===== config.mk =====
export PLATFORM = sky130hd
export DESIGN_NAME = cpu_bus_cycle_rmw
export DESIGN_NICKNAME = d
export VERILOG_FILES = /design/src/cpu_bus_pkg.sv /design/src/port_pin_readback.sv /design/src/cpu_bus_cycle_rmw.sv
export SDC_FILE = /design/constraint.sdc
export NUM_CORES = 1
export LEC_CHECK = 0
export BUFFER_PORTS_ARGS = -buffer_cell sky130_fd_sc_hd__buf_2
export CELL_PAD_IN_SITES_DETAIL_PLACEMENT = 0
export CELL_PAD_IN_SITES_GLOBAL_PLACEMENT = 1
export CORE_MARGIN = 2
export CORE_UTILIZATION = 40
export DETAILED_ROUTE_END_ITERATION = 10
export PLACE_DENSITY_LB_ADDON = 0.1
export SYNTH_ARGS = -nofsm -noshare
export SYNTH_HDL_FRONTEND = slang
export SYNTH_HIERARCHICAL = 1
export SYNTH_SLANG_ARGS = --single-unit

===== constraint.sdc =====
create_clock -name i_clk -period 5.3 [get_ports i_clk]
set_clock_uncertainty 0.15 [all_clocks]
set_input_delay 0.795 -clock i_clk [delete_from_list [all_inputs] [get_ports i_clk]]
set_output_delay 0.795 -clock i_clk [all_outputs]
set_load 0.01 [all_outputs]

===== src/cpu_bus_pkg.sv =====
// Purpose: shared types and constants for the cpu bus cycle sequencer
// Assumes: one clock, bus states advance on the selected state tick
// Notes:   big-endian byte lanes, even address on data[15:8]
package cpu_bus_pkg;

    localparam int          EA_W           = 24;
    localparam int          ADDR_W         = 16;
    localparam int          DATA_W         = 16;
    localparam int          BYTE_W         = 8;
    localparam int          PORT_W         = 8;
    localparam logic [1:0]  FAST_STATES    = 2'h2;
    localparam logic [1:0]  SLOW_STATES    = 2'h3;
    localparam logic [1:0]  FIRST_STATE    = 2'h1;
    localparam logic [7:0]  WO_READ_VALUE  = 8'hFF;
    localparam logic [7:0]  COUNT_ZERO     = 8'h00;
    localparam logic [7:0]  COUNT_LAST     = 8'h01;
    localparam logic [15:0] ADDR_STEP      = 16'h0001;

    typedef enum logic [1:0] {
        CPU_RESET  = 2'b00,
        CPU_EXCEPT = 2'b01,
        CPU_EXEC   = 2'b11,
        CPU_HALT   = 2'b10
    } cpu_state_t;

    typedef enum logic [1:0] {
        HALT_SLEEP    = 2'b00,
        HALT_STANDBY  = 2'b01,
        HALT_SUBSLEEP = 2'b11
    } halt_mode_t;

    typedef enum logic [2:0] {
        BS_IDLE = 3'b000,
        BS_LOOK = 3'b001,
        BS_T1   = 3'b011,
        BS_T2   = 3'b010,
        BS_T3   = 3'b110
    } bus_state_t;

    typedef enum logic [2:0] {
        OP_READ          = 3'h0,
        OP_WRITE         = 3'h1,
        OP_SET_BIT       = 3'h2,
        OP_CLEAR_BIT     = 3'h3,
        OP_INVERT_BIT    = 3'h4,
        OP_STORE_BIT     = 3'h5,
        OP_STORE_INV_BIT = 3'h6,
        OP_BLOCK_COPY    = 3'h7
    } op_t;

    typedef struct packed {
        op_t               op;
        logic              word;
        logic [EA_W-1:0]   addr;
        logic [DATA_W-1:0] wdata;
        logic [2:0]        bit_sel;
        logic              bit_val;
        logic [7:0]        copy_count_byte;
        logic [ADDR_W-1:0] copy_source_pointer;
        logic [ADDR_W-1:0] copy_dest_pointer;
    } req_t;

    typedef struct packed {
        logic is_mem;
        logic three_state;
        logic wide16;
        logic write_only;
        logic is_port;
        logic is_empty;
    } attr_t;

    typedef struct packed {
        logic [ADDR_W-1:0] addr;
        logic [DATA_W-1:0] wdata;
        logic              rd;
        logic              wr;
        logic              word;
    } bus_t;

    typedef struct packed {
        logic [DATA_W-1:0] rdata;
        logic              done;
        logic              err;
    } resp_t;

endpackage


===== src/port_pin_readback.sv =====
// Purpose: port readback value, pin level for inputs, latch for outputs
// Assumes: pins are asynchronous to i_clk
// Notes:   a pin change counts once the second and third stages agree
module port_pin_readback #(
    parameter int W = 8
) (
    input  logic         i_clk,
    input  logic         i_reset_n,
    input  logic         i_clk_en,
    input  logic [W-1:0] i_pins,
    input  logic [W-1:0] i_dir,
    input  logic [W-1:0] i_latch,
    output logic [W-1:0] o_value
);

    logic [W-1:0] sync1_ff;
    logic [W-1:0] sync2_ff;
    logic [W-1:0] sync3_ff;
    logic [W-1:0] stable_ff;

    always_ff @(posedge i_clk or negedge i_reset_n) begin
        if (!i_reset_n) begin
            sync1_ff  <= '0;
            sync2_ff  <= '0;
            sync3_ff  <= '0;
            stable_ff <= '0;
        end else if (i_clk_en) begin
            sync1_ff <= i_pins;
            sync2_ff <= sync1_ff;
            sync3_ff <= sync2_ff;
            for (int i = 0; i < W; i++) begin
                if (sync2_ff[i] == sync3_ff[i]) begin
                    stable_ff[i] <= sync3_ff[i];
                end
            end
        end
    end

    always_ff @(posedge i_clk or negedge i_reset_n) begin
        if (!i_reset_n) begin
            o_value <= '0;
        end else if (i_clk_en) begin
            o_value <= (i_dir & i_latch) | (~i_dir & stable_ff); // RL16
        end
    end

endmodule


===== src/cpu_bus_cycle_rmw.sv =====
// Purpose: cpu internal bus cycle sequencer with bit read-modify-write
// Assumes: i_attr decodes o_bus.addr combinationally in the same cycle
// Notes:   one bus state per tick of the clock that drives the cpu

////////////////////////////////////////////////////////////////////////////////
// Summary of operation
// RL1: every bus cycle lasts two or three states, chosen by target
// RL2: a state is one tick of the main clock or subclock in use
// RL3: memory cycles take two states, 16-bit path, byte or word
// RL4: peripheral cycles take two or three states, 8- or 16-bit path
// RL5: 16-bit peripheral registers take word access only
// RL6: word access to 8-bit register becomes two byte cycles
// RL7: two-state peripheral cycles time exactly like memory cycles
// RL8: cpu is in reset, execution, halt or exception handling
// RL9: execution splits into active and subactive mode
// RL10: halt splits into sleep, standby and sub-sleep
// RL11: writes to empty space are dropped, reads undefined
// RL12: block copy moves count bytes from source to destination
// RL13: software keeps copy destination from wrapping past top
// RL14: bit instructions read a byte, change one bit, write back
// RL15: shared counter/reload address: read counter, write reload
// RL16: port reads give pin level on inputs, latch on outputs
// RL17: software should modify a shadow copy, then write the port
// RL18: write-only registers read as all ones
// RL19: only low 16 bits of the 24-bit address are used
// RL20: split word access does even byte first, then odd
module cpu_bus_cycle_rmw (
    input  logic                           i_clk,
    input  logic                           i_reset_n,
    input  logic                           i_clk_en,
    input  logic                           i_main_tick,
    input  logic                           i_sub_tick,
    input  logic                           i_req_valid,
    input  cpu_bus_pkg::req_t              i_req,
    output logic                           o_busy,
    output cpu_bus_pkg::resp_t             o_resp,
    output cpu_bus_pkg::bus_t              o_bus,
    input  cpu_bus_pkg::attr_t             i_attr,
    input  logic [cpu_bus_pkg::DATA_W-1:0] i_rdata,
    input  logic [cpu_bus_pkg::PORT_W-1:0] i_port5_pins,
    input  logic [cpu_bus_pkg::PORT_W-1:0] i_port5_direction_control,
    input  logic [cpu_bus_pkg::PORT_W-1:0] i_port5_output_latch,
    input  logic                           i_exc_req,
    input  logic                           i_exc_done,
    input  logic                           i_halt_req,
    input  cpu_bus_pkg::halt_mode_t        i_halt_mode,
    input  logic                           i_wake,
    input  logic                           i_sub_sel,
    output cpu_bus_pkg::cpu_state_t        o_cpu_state,
    output logic                           o_sub_active,
    output cpu_bus_pkg::halt_mode_t        o_halt_mode
);
    import cpu_bus_pkg::*;

    bus_state_t       bs_ff;
    req_t             req_ff;
    attr_t            attr_ff;
    logic             split_ff, half_ff, wr_phase_ff;
    logic [7:0]       hi_ff, cnt_ff;
    logic [15:0]      src_ff, dst_ff;
    logic [1:0]       st_cnt_ff;
    logic [7:0]       port_value, lane_byte, rd_byte, bit_mask;
    logic             tick, three_cyc, cyc_end, word_req, bit_op, accept_ok;

    function automatic logic [7:0] bit_modify(op_t op, logic [7:0] d, logic [2:0] n, logic v);
        logic [7:0] m;
        m = 8'h01 << n;
        case (op)
            OP_SET_BIT:       return d | m;
            OP_CLEAR_BIT:     return d & ~m;
            OP_INVERT_BIT:    return d ^ m;
            OP_STORE_BIT:     return v ? (d | m) : (d & ~m);
            OP_STORE_INV_BIT: return v ? (d & ~m) : (d | m);
            default:          return d;
        endcase
    endfunction

    port_pin_readback #(.W(PORT_W)) u_port5 (
        .i_clk     (i_clk),
        .i_reset_n (i_reset_n),
        .i_clk_en  (i_clk_en),
        .i_pins    (i_port5_pins),
        .i_dir     (i_port5_direction_control),
        .i_latch   (i_port5_output_latch),
        .o_value   (port_value)
    );

    // state tick follows whichever clock drives the cpu
    assign tick      = i_clk_en & (o_sub_active ? i_sub_tick : i_main_tick); // RL2
    assign three_cyc = attr_ff.three_state & ~attr_ff.is_mem;              // RL3 RL7
    assign cyc_end   = tick & ((bs_ff == BS_T2 & ~three_cyc) | (bs_ff == BS_T3)); // RL1
    assign word_req  = req_ff.word & (req_ff.op == OP_READ | req_ff.op == OP_WRITE);
    assign bit_op    = req_ff.op inside {[OP_SET_BIT:OP_STORE_INV_BIT]};
    assign accept_ok = (o_cpu_state == CPU_EXEC & ~i_halt_req & ~i_exc_req)
                     | (o_cpu_state == CPU_EXCEPT);
    assign lane_byte = o_bus.addr[0] ? i_rdata[7:0] : i_rdata[15:8];
    assign rd_byte   = attr_ff.is_port    ? port_value    :           // RL16
                       attr_ff.write_only ? WO_READ_VALUE : lane_byte; // RL18
    assign bit_mask  = 8'h01 << req_ff.bit_sel;

    ////////////////////////////////////////////////////////////////////////////
    // cpu top-level state
    always_ff @(posedge i_clk or negedge i_reset_n) begin
        if (!i_reset_n) begin
            o_cpu_state  <= CPU_RESET;
            o_sub_active <= 1'b0;
            o_halt_mode  <= HALT_SLEEP;
        end else if (i_clk_en) begin
            case (o_cpu_state) // RL8
                CPU_RESET:  o_cpu_state <= CPU_EXCEPT; // reset exception after release
                CPU_EXCEPT: if (i_exc_done & ~o_busy) o_cpu_state <= CPU_EXEC;
                CPU_EXEC: begin
                    if (!o_busy) begin
                        o_sub_active <= i_sub_sel; // RL9
                        if (i_exc_req) begin
                            o_cpu_state <= CPU_EXCEPT;
                        end else if (i_halt_req) begin
                            o_cpu_state <= CPU_HALT;
                            o_halt_mode <= i_halt_mode; // RL10
                        end
                    end
                end
                CPU_HALT: begin
                    if (i_exc_req) o_cpu_state <= CPU_EXCEPT;
                    else if (i_wake) o_cpu_state <= CPU_EXEC;
                end
                default: o_cpu_state <= CPU_RESET;
            endcase
        end
    end
    ////////////////////////////////////////////////////////////////////////////
    // bus cycle sequencer
    always_ff @(posedge i_clk or negedge i_reset_n) begin
        if (!i_reset_n) begin
            bs_ff   <= BS_IDLE;
            req_ff  <= '0;
            attr_ff <= '0;
            o_bus   <= '0;
            o_resp  <= '0;
            {o_busy, split_ff, half_ff, wr_phase_ff} <= '0;
            {hi_ff, cnt_ff, src_ff, dst_ff}          <= '0;
        end else if (i_clk_en) begin
            o_resp.done <= 1'b0;
            o_resp.err  <= 1'b0;
            case (bs_ff)
                BS_IDLE: begin
                    if (tick & i_req_valid & accept_ok) begin
                        req_ff      <= i_req;
                        o_busy      <= 1'b1;
                        half_ff     <= 1'b0;
                        wr_phase_ff <= (i_req.op == OP_WRITE);
                        cnt_ff      <= i_req.copy_count_byte; // RL12
                        src_ff      <= i_req.copy_source_pointer;
                        dst_ff      <= i_req.copy_dest_pointer;
                        o_bus.addr  <= (i_req.op == OP_BLOCK_COPY) ?
                                       i_req.copy_source_pointer : i_req.addr[15:0]; // RL19
                        o_bus.wdata <= i_req.word ? i_req.wdata : {2{i_req.wdata[7:0]}};
                        if (i_req.op == OP_BLOCK_COPY && i_req.copy_count_byte == COUNT_ZERO) begin
                            o_busy      <= 1'b0; // nothing to move
                            o_resp.done <= 1'b1;
                        end else begin
                            bs_ff <= BS_LOOK;
                        end
                    end
                end
                BS_LOOK: begin
                    if (tick) begin
                        attr_ff <= i_attr;
                        if (!word_req && i_attr.wide16 && !i_attr.is_mem) begin
                            bs_ff        <= BS_IDLE; // RL5
                            o_busy       <= 1'b0;
                            o_resp.done  <= 1'b1;
                            o_resp.err   <= 1'b1;
                        end else begin
                            bs_ff      <= BS_T1;
                            o_bus.word <= word_req & (i_attr.is_mem | i_attr.wide16); // RL3 RL4
                            split_ff   <= word_req & ~i_attr.is_mem & ~i_attr.wide16; // RL6
                            o_bus.rd   <= ~wr_phase_ff;
                            o_bus.wr   <= wr_phase_ff & ~i_attr.is_empty; // RL11
                            if (word_req && !i_attr.is_mem && !i_attr.wide16) begin
                                o_bus.addr[0] <= 1'b0; // RL20
                                o_bus.wdata   <= {2{req_ff.wdata[15:8]}};
                            end
                        end
                    end
                end
                BS_T1:   if (tick) bs_ff <= BS_T2;
                BS_T2:   if (tick && three_cyc) bs_ff <= BS_T3; // RL4
                BS_T3:   bs_ff <= BS_T3; // held until the ending tick
                default: bs_ff <= BS_IDLE;
            endcase
            if (cyc_end) begin
                o_bus.rd <= 1'b0;
                o_bus.wr <= 1'b0;
                bs_ff    <= BS_IDLE;
                if (req_ff.op == OP_READ || req_ff.op == OP_WRITE) begin
                    if (split_ff && !half_ff) begin
                        half_ff       <= 1'b1; // RL6 RL20
                        hi_ff         <= rd_byte;
                        o_bus.addr[0] <= 1'b1;
                        o_bus.wdata   <= {2{req_ff.wdata[7:0]}};
                        o_bus.rd      <= o_bus.rd;
                        o_bus.wr      <= o_bus.wr;
                        bs_ff         <= BS_T1;
                    end else begin
                        o_busy       <= 1'b0;
                        o_resp.done  <= 1'b1;
                        o_resp.rdata <= o_bus.word ? i_rdata :
                                        split_ff   ? {hi_ff, rd_byte} : {8'h00, rd_byte};
                    end
                end else if (bit_op) begin
                    if (!wr_phase_ff) begin
                        // write back to the same address; a shared pair lands in reload
                        wr_phase_ff   <= 1'b1; // RL14 RL15
                        o_resp.rdata  <= {8'h00, rd_byte};
                        o_bus.wdata   <= {2{bit_modify(req_ff.op, rd_byte, req_ff.bit_sel,
                                                       req_ff.bit_val)}};
                        o_bus.wr      <= ~attr_ff.is_empty; // RL11
                        bs_ff         <= BS_T1;
                    end else begin
                        o_busy      <= 1'b0;
                        o_resp.done <= 1'b1;
                    end
                end else begin
                    // no wrap guard on the destination: software keeps it in range
                    if (!wr_phase_ff) begin
                        wr_phase_ff <= 1'b1; // RL12
                        o_bus.addr  <= dst_ff;
                        o_bus.wdata <= {2{rd_byte}};
                        bs_ff       <= BS_LOOK;
                    end else if (cnt_ff == COUNT_LAST) begin
                        o_busy      <= 1'b0;
                        o_resp.done <= 1'b1;
                    end else begin
                        wr_phase_ff <= 1'b0;
                        cnt_ff      <= cnt_ff - COUNT_LAST;
                        src_ff      <= src_ff + ADDR_STEP;
                        dst_ff      <= dst_ff + ADDR_STEP; // RL13
                        o_bus.addr  <= src_ff + ADDR_STEP;
                        bs_ff       <= BS_LOOK;
                    end
                end
            end
        end
    end
    ////////////////////////////////////////////////////////////////////////////
    // state count of the running cycle, read only by checks
    always_ff @(posedge i_clk or negedge i_reset_n) begin
        if (!i_reset_n) begin
            st_cnt_ff <= FIRST_STATE;
        end else if (i_clk_en) begin
            if (cyc_end || bs_ff == BS_IDLE || bs_ff == BS_LOOK) begin
                st_cnt_ff <= FIRST_STATE;
            end else if (tick && (bs_ff == BS_T1 || bs_ff == BS_T2)) begin
                st_cnt_ff <= st_cnt_ff + FIRST_STATE;
            end
        end
    end

    AST_CYCLE_LEN: assert property (@(posedge i_clk) disable iff (!i_reset_n) // RL1
        cyc_end |-> st_cnt_ff == (three_cyc ? SLOW_STATES : FAST_STATES))
        else $error("bus cycle length wrong");
    AST_MEM_TWO_STATES: assert property (@(posedge i_clk) disable iff (!i_reset_n) // RL3
        (bs_ff == BS_T3) |-> !attr_ff.is_mem)
        else $error("memory cycle took three states");
    AST_FAST_LIKE_MEM: assert property (@(posedge i_clk) disable iff (!i_reset_n) // RL7
        (bs_ff == BS_T2 && tick && !attr_ff.three_state) |=> bs_ff != BS_T3)
        else $error("two-state peripheral cycle stretched");
    AST_WIDE_WORD_ONLY: assert property (@(posedge i_clk) disable iff (!i_reset_n) // RL5
        ((o_bus.rd || o_bus.wr) && attr_ff.wide16 && !attr_ff.is_mem) |-> o_bus.word)
        else $error("byte access to wide register");
    AST_SPLIT_ODD_SECOND: assert property (@(posedge i_clk) disable iff (!i_reset_n) // RL20
        $rose(half_ff) |-> o_bus.addr[0] && $past(o_bus.addr[0]) == 1'b0)
        else $error("split word order wrong");
    AST_RMW_SAME_ADDR: assert property (@(posedge i_clk) disable iff (!i_reset_n) // RL14
        (o_bus.wr && bit_op) |-> o_bus.addr == req_ff.addr[15:0] && !o_bus.word)
        else $error("bit write went elsewhere");
    AST_WO_ALL_ONES: assert property (@(posedge i_clk) disable iff (!i_reset_n) // RL18
        (o_bus.wr && bit_op && attr_ff.write_only)
        |-> (o_bus.wdata[7:0] | bit_mask) == WO_READ_VALUE)
        else $error("write-only readback not all ones");
    AST_EMPTY_NO_WRITE: assert property (@(posedge i_clk) disable iff (!i_reset_n) // RL11
        o_bus.wr |-> !attr_ff.is_empty)
        else $error("write strobed into empty space");
    AST_STATE_ON_TICK: assert property (@(posedge i_clk) disable iff (!i_reset_n) // RL2
        (bs_ff == BS_T1 && !tick) |=> bs_ff == BS_T1)
        else $error("bus state moved without a tick");
    AST_HALT_IDLE: assert property (@(posedge i_clk) disable iff (!i_reset_n) // RL10
        (o_cpu_state == CPU_HALT) |-> !o_busy && !o_bus.rd && !o_bus.wr)
        else $error("bus active in halt");

endmodule


# Word level (Yosys, flattened, before mapping)
# Index checks and enable logic that the tools add are counted.
# op_classes
addsub	3
order_cmp	2
n_eq_ne	37
n_shift	1
mux	114
bitwise	37
n_reduce_logical	38
# op_table
op	count
16-bit two-way mux	26
8-bit two-way mux	12
17-bit two-way mux	4
20-bit two-way mux	2
8-bit case mux with 5 select lines	1
1-bit two-way mux	39
34-bit two-way mux	1
17-bit case mux with 2 select lines	1
16-bit by 1-bit adder with 16-bit output, second input constant	2
32-bit two-way mux	1
15-bit two-way mux	2
3-bit two-way mux	9
8-bit bitwise AND	3
3-bit != test, second input constant	8
2-bit two-way mux	11
5-bit AND reduction	4
19-bit two-way mux	1
8-bit inverter	2
8-bit bitwise OR	2
2-bit AND reduction	8
3-bit == test, second input constant	5
3-bit case mux with 5 select lines	1
1-bit bitwise AND	14
3-bit by 2-bit == test with 1-bit output, second input constant	4
26 further kinds	69
# word_totals
register_bits	182
out_inout_bits	59

# Longest topological paths before layout
# logic_depth
depth_word	14
mapped_depth	11
depth_no_buf	10

# Cells and area by module
# The synthesis kept the hierarchy.
# modules_own_cells
mod	n_inst	cells_each	area_each_um2	seq_area_each_um2
cpu_bus_cycle_rmw	1	1090	9051.2	3553.4
port_pin_readback	1	131	1769.2	1001.0

# Worst setup path after synthesis
# No wires, ideal clock.
# synth_timing
path_type	in2reg
startpoint	input port i_clk_en
endpoint	register cnt_ff[3]
arrival_time_ns	2.519
required_time_ns	5.027
path_slack_ns	2.508
stages	9
n_path_buf	3
path_cell_list	buf_2 -> inv_2 -> or4_4 -> buf_6 -> nor2_2 -> nand3_2 -> buf_2 -> o32ai_2 -> nor2_1
# synth_between
elab_chain_len	10
elab_cells_between_ends	11
classes_between	mux: 7; bitwise: 4
# synth_rtl
item	line	rtl
start: declaration	cpu_bus_cycle_rmw.sv:30	input logic i_clk_en,
1-bit bitwise AND	cpu_bus_cycle_rmw.sv:89	assign tick = i_clk_en & (o_sub_active ? i_sub_tick : i_main_tick);
1-bit bitwise AND (2 in a row)	cpu_bus_cycle_rmw.sv:147	if (tick & i_req_valid & accept_ok) begin
8-bit two-way mux	cpu_bus_cycle_rmw.sv:147	
8-bit two-way mux	cpu_bus_cycle_rmw.sv:145	case (bs_ff)
8-bit two-way mux	cpu_bus_cycle_rmw.sv:231	end else if (cnt_ff == COUNT_LAST) begin
8-bit two-way mux	cpu_bus_cycle_rmw.sv:226	if (!wr_phase_ff) begin
8-bit two-way mux	cpu_bus_cycle_rmw.sv:211	end else if (bit_op) begin
8-bit two-way mux	cpu_bus_cycle_rmw.sv:196	if (req_ff.op == OP_READ || req_ff.op == OP_WRITE) begin
8-bit two-way mux	cpu_bus_cycle_rmw.sv:192	if (cyc_end) begin
end signal: assignment	cpu_bus_cycle_rmw.sv:152	cnt_ff <= i_req.copy_count_byte;
end signal: assignment	cpu_bus_cycle_rmw.sv:236	cnt_ff <= cnt_ff - COUNT_LAST;
end: declaration	cpu_bus_cycle_rmw.sv:59	logic [7:0] hi_ff, cnt_ff;
# Parallel ways exist; a longest one is shown, timed or not.
# A chain may end at the register's enable or synchronous reset.

# Final worst setup path
# layout_timing
startpoint	register cnt_ff[1]
endpoint	register o_bus[25] in the netlist's numbering
# layout_between
elab_chain_len	6
# layout_rtl
item	line	rtl
8-bit by 1-bit == test with 1-bit output	cpu_bus_cycle_rmw.sv:231	
16-bit two-way mux	cpu_bus_cycle_rmw.sv:231	
16-bit two-way mux	cpu_bus_cycle_rmw.sv:226	
16-bit two-way mux	cpu_bus_cycle_rmw.sv:211	
15-bit two-way mux	cpu_bus_cycle_rmw.sv:196	
34-bit two-way mux	cpu_bus_cycle_rmw.sv:192	
end: declaration	cpu_bus_cycle_rmw.sv:37	output cpu_bus_pkg::bus_t o_bus,
# Every way passes these cells.

==> flow_summary.ini <==
[cts]
postCtsSetupBuffers = 0
cts.repair.resized = 0
cts_tree = yes
htreeDepth = 4
root_buffer = clkbuf_16
cts.clk_slew.worst_paths_ns = 0.09
cts_sinks = 182
clockBufferDepth = 2
cts_made_buffers = 17
insertion_delay_ns = 0.45
cts_hold_buf = 0

[placed_design]
io_buffers = 197
place_area_um2 = 12000
place_congestion = 0.826
hpwl_um = 24500

[die]
dieArea_um2 = 28400
core_region_area_um2 = 26700
die_w_um = 168
ios = 206
fp-row-count = 60
initial_core_util_pct = 40.5
dieHeight_um = 168

[worst_setup_path]
crit_chain = inv_1 -> ha_1 -> or4b_4 -> or4_1 -> o211ai_2 -> o21ai_0 -> o21ai_0 -> o21a_1
cpPeakStageDelay_ns = 0.77
cp_slowest_cell = o211ai_2
startpoint_type = flop
cp.required_ns = 5.53
worstSetupPathType = reg -> reg
cp_data_arrival_time_ns = 3.45
cp_max_fo = 13
cpMostUsedCell = o21ai_0
cp-end-kind = flop

[timing]
post-route-period-util_pct = 60.8
setup_tns_ns = 0
slew_headroom_pct = 17.3
finalCriticalPeriod_ns = 3.22
slew_violations = 0
max_freq_ghz = 0.310
whs_ns = 0.324
finalHoldViolations = 0
finalSetupViolCount = 0
worst_slew_pin_slew_ns = 1.23
rsz0062_at_grt = false

[yosys]
async_flop_share_pct = 100
synth_area_leaders = dfrtp_1 42%, nand2_1 7.6%, o21ai_0 3.8%, a21oi_1 3.7%, nor2_1 3.5%
yosys.area.top_type_share_pct = 42.1
synth_cell_types = 91
synthesis.area_um2 = 10800
yosysWarnings = 6
syn_inst = 1221
ys.flop_type = dfrtp_1
syn_area_per_cell_um2 = 8.86
syn_nets = 1388
synth-edff-count = 0
yosysSeqAreaShare_pct = 42.1
synth.most_common_cell = nand2_1
synth_top_area_cell = dfrtp_1
ys_top_cells_by_count = 218 x nand2_1, 182 x dfrtp_1, 101 x nor2_1
ys_seq_elements = 182

[power_and_ir_drop]
p_per_area_nw_per_um2 = 493
p_leak_nw = 5.61
ir_worst_vdd_mv = 0.259

[hold_path]
holdCritPathClass = reg -> reg

[finish]
finalInstanceArea_um2 = 12700
fin_nets = 1546
area_growth_pct = 17.0
drive_gt1_share_pct = 22.6

[detailed_routing]
drt_pass1_iterations = 7
drt_wl_total_um = 34500
first_iter_violations = 800
drc = 0
routedWlPerCell_um = 19.9
ant_nets = 0
via_per_inst = 5.67
vias = 9836

[grt]
grt_pass1_vias = 9455
grt_first_pass_wirelength_um = 54200
grt_max_degree = 114
track_usage_pct = 24.5
grt-ovfl-total = 0
antenna_found_initial = 1

[flow_run]
cap_violations = 0

[run_status]
status = finished clean
==> cells by family (layout without fill, tap and decap cells) <==
kind of cell             count (synthesis)  after routing  share of synthesized area (%)
AO/OA/AOI/OAI                          357            357                           22.0
AND/OR/NAND/NOR                        476            476                           21.0
buffers and inverters                  110            281                           4.75
other                                    0              1                              0
XOR/XNOR                                17             17                           1.38
flip-flops                             182            182                           42.1
adder cells (fa/ha/maj)                 20             20                           2.31
multiplexers                            59             59                           6.49
==> cells in the final DEF (no fill, tap or decap), drive strengths merged, types with 9 or more instances in the layout <==
| master | netlist | layout |
|---|---|---|
| nand2 | 219 | 219 |
| buf | 31 | 217 |
| dfrtp | 182 | 182 |
| nor2 | 102 | 102 |
| o21ai | 91 | 91 |
| a21oi | 83 | 83 |
| inv | 31 | 37 |
| nand3 | 32 | 32 |
| mux2 | 32 | 32 |
| mux2i | 27 | 27 |
| nand2b | 24 | 24 |
| a22oi | 20 | 20 |
| ha | 20 | 20 |
| a211oi | 18 | 18 |
| clkbuf | 48 | 18 |
| o211ai | 17 | 17 |
| a31oi | 15 | 15 |
| nand4 | 12 | 12 |
| o22ai | 10 | 10 |
| and3 | 10 | 10 |
| o31ai | 10 | 10 |
| nor4 | 10 | 10 |
| xnor2 | 9 | 9 |
| nor3 | 9 | 9 |
| o2bb2ai | 9 | 9 |
| clkinv | 0 | 9 |
==> layer usage <==
| metal | global-route usage, % | share of wire [%] | vias to the layer above |
|---|---|---|---|
| li1 | - | - | 4729 |
| met1 | 32.8 | 44 | 4786 |
| met2 | 41.4 | 49 | 285 |
| met3 | 3.62 | 4.7 | 36 |
| met4 | 6.93 | 2.1 | 0 |
| met5 | 0 | 0 | - |
==> state kept, by name (all words and copies together) (netlist names) <==
register	cells
dst_ff	16
o_busy	1
attr_ff	5
u_port5/stable_ff	8
u_port5/sync2_ff	8
o_resp	18
cnt_ff	8
wr_phase_ff	1
u_port5/o_value	8
o_cpu_state	2
u_port5/sync3_ff	8
split_ff	1
bs_ff	3
src_ff	16
o_bus	35
hi_ff	8
u_port5/sync1_ff	8
req_ff	24
half_ff	1
o_halt_mode	2
o_sub_active	1
==> layout make-up <==
class	instances	area, um^2
fill	2647	14100
multi-input combinational	929	5760
sequential	182	4550
timing repair buffer	218	1170
tap	341	427
clock buffer	17	425
clock inverter	15	214
inverter	31	116
antenna	1	2.50
==> critical path, delay by kind of cell (launching register included) <==
kind,cells,cell delay [ns]
simple gates,2,1.10
fa+ha+maj,1,0.13
flops,1,0.38
buf+inv,1,0.09
compound gates,4,1.30
==> worst paths after layout <==
| kind | startpoint | endpoint | slack [ns] | cells after the start |
|---|---|---|---|---|
| max in group asynchronous | i_reset_n | o_bus[24] | 3.71 | 2 |
| min | attr_ff[0] | attr_ff[0] | 0.32 | 2 |
| min reg2reg | attr_ff[0] | attr_ff[0] | 0.32 | 2 |
| min in group asynchronous | i_reset_n | o_resp[17] | 0.34 | 1 |
| max | cnt_ff[1] | o_bus[25] | 2.08 | 8 |
| max reg2reg | cnt_ff[1] | o_bus[25] | 2.08 | 8 |
==> through the flow <==
step	utilization (%)	power, W	setup slack, ns	std cells
5_1_grt	47.4	0.00671	1.91	1734
2_1_floorplan	-	0.00401	2.51	1221
4_1_cts	47.4	0.00629	2.05	1733
3_5_place_dp	45.0	0.00489	1.66	1701
3_3_place_gp	45.0	0.00486	1.69	1701
6_report	47.4	0.00625	2.08	1734
==> where the power goes <==
| group | leakage, nW | total [W] | switching [W] | internal, W |
|---|---|---|---|---|
| logic | 3.11 | 0.00243 | 0.00142 | 0.00101 |
| registers | 2.19 | 0.00245 | 0.000558 | 0.00189 |
| clock network | 0.304 | 0.00137 | 0.000712 | 0.000660 |
| total | 5.61 | 0.00625 | 0.00269 | 0.00355 |
(Power assumes the default switching activity.)
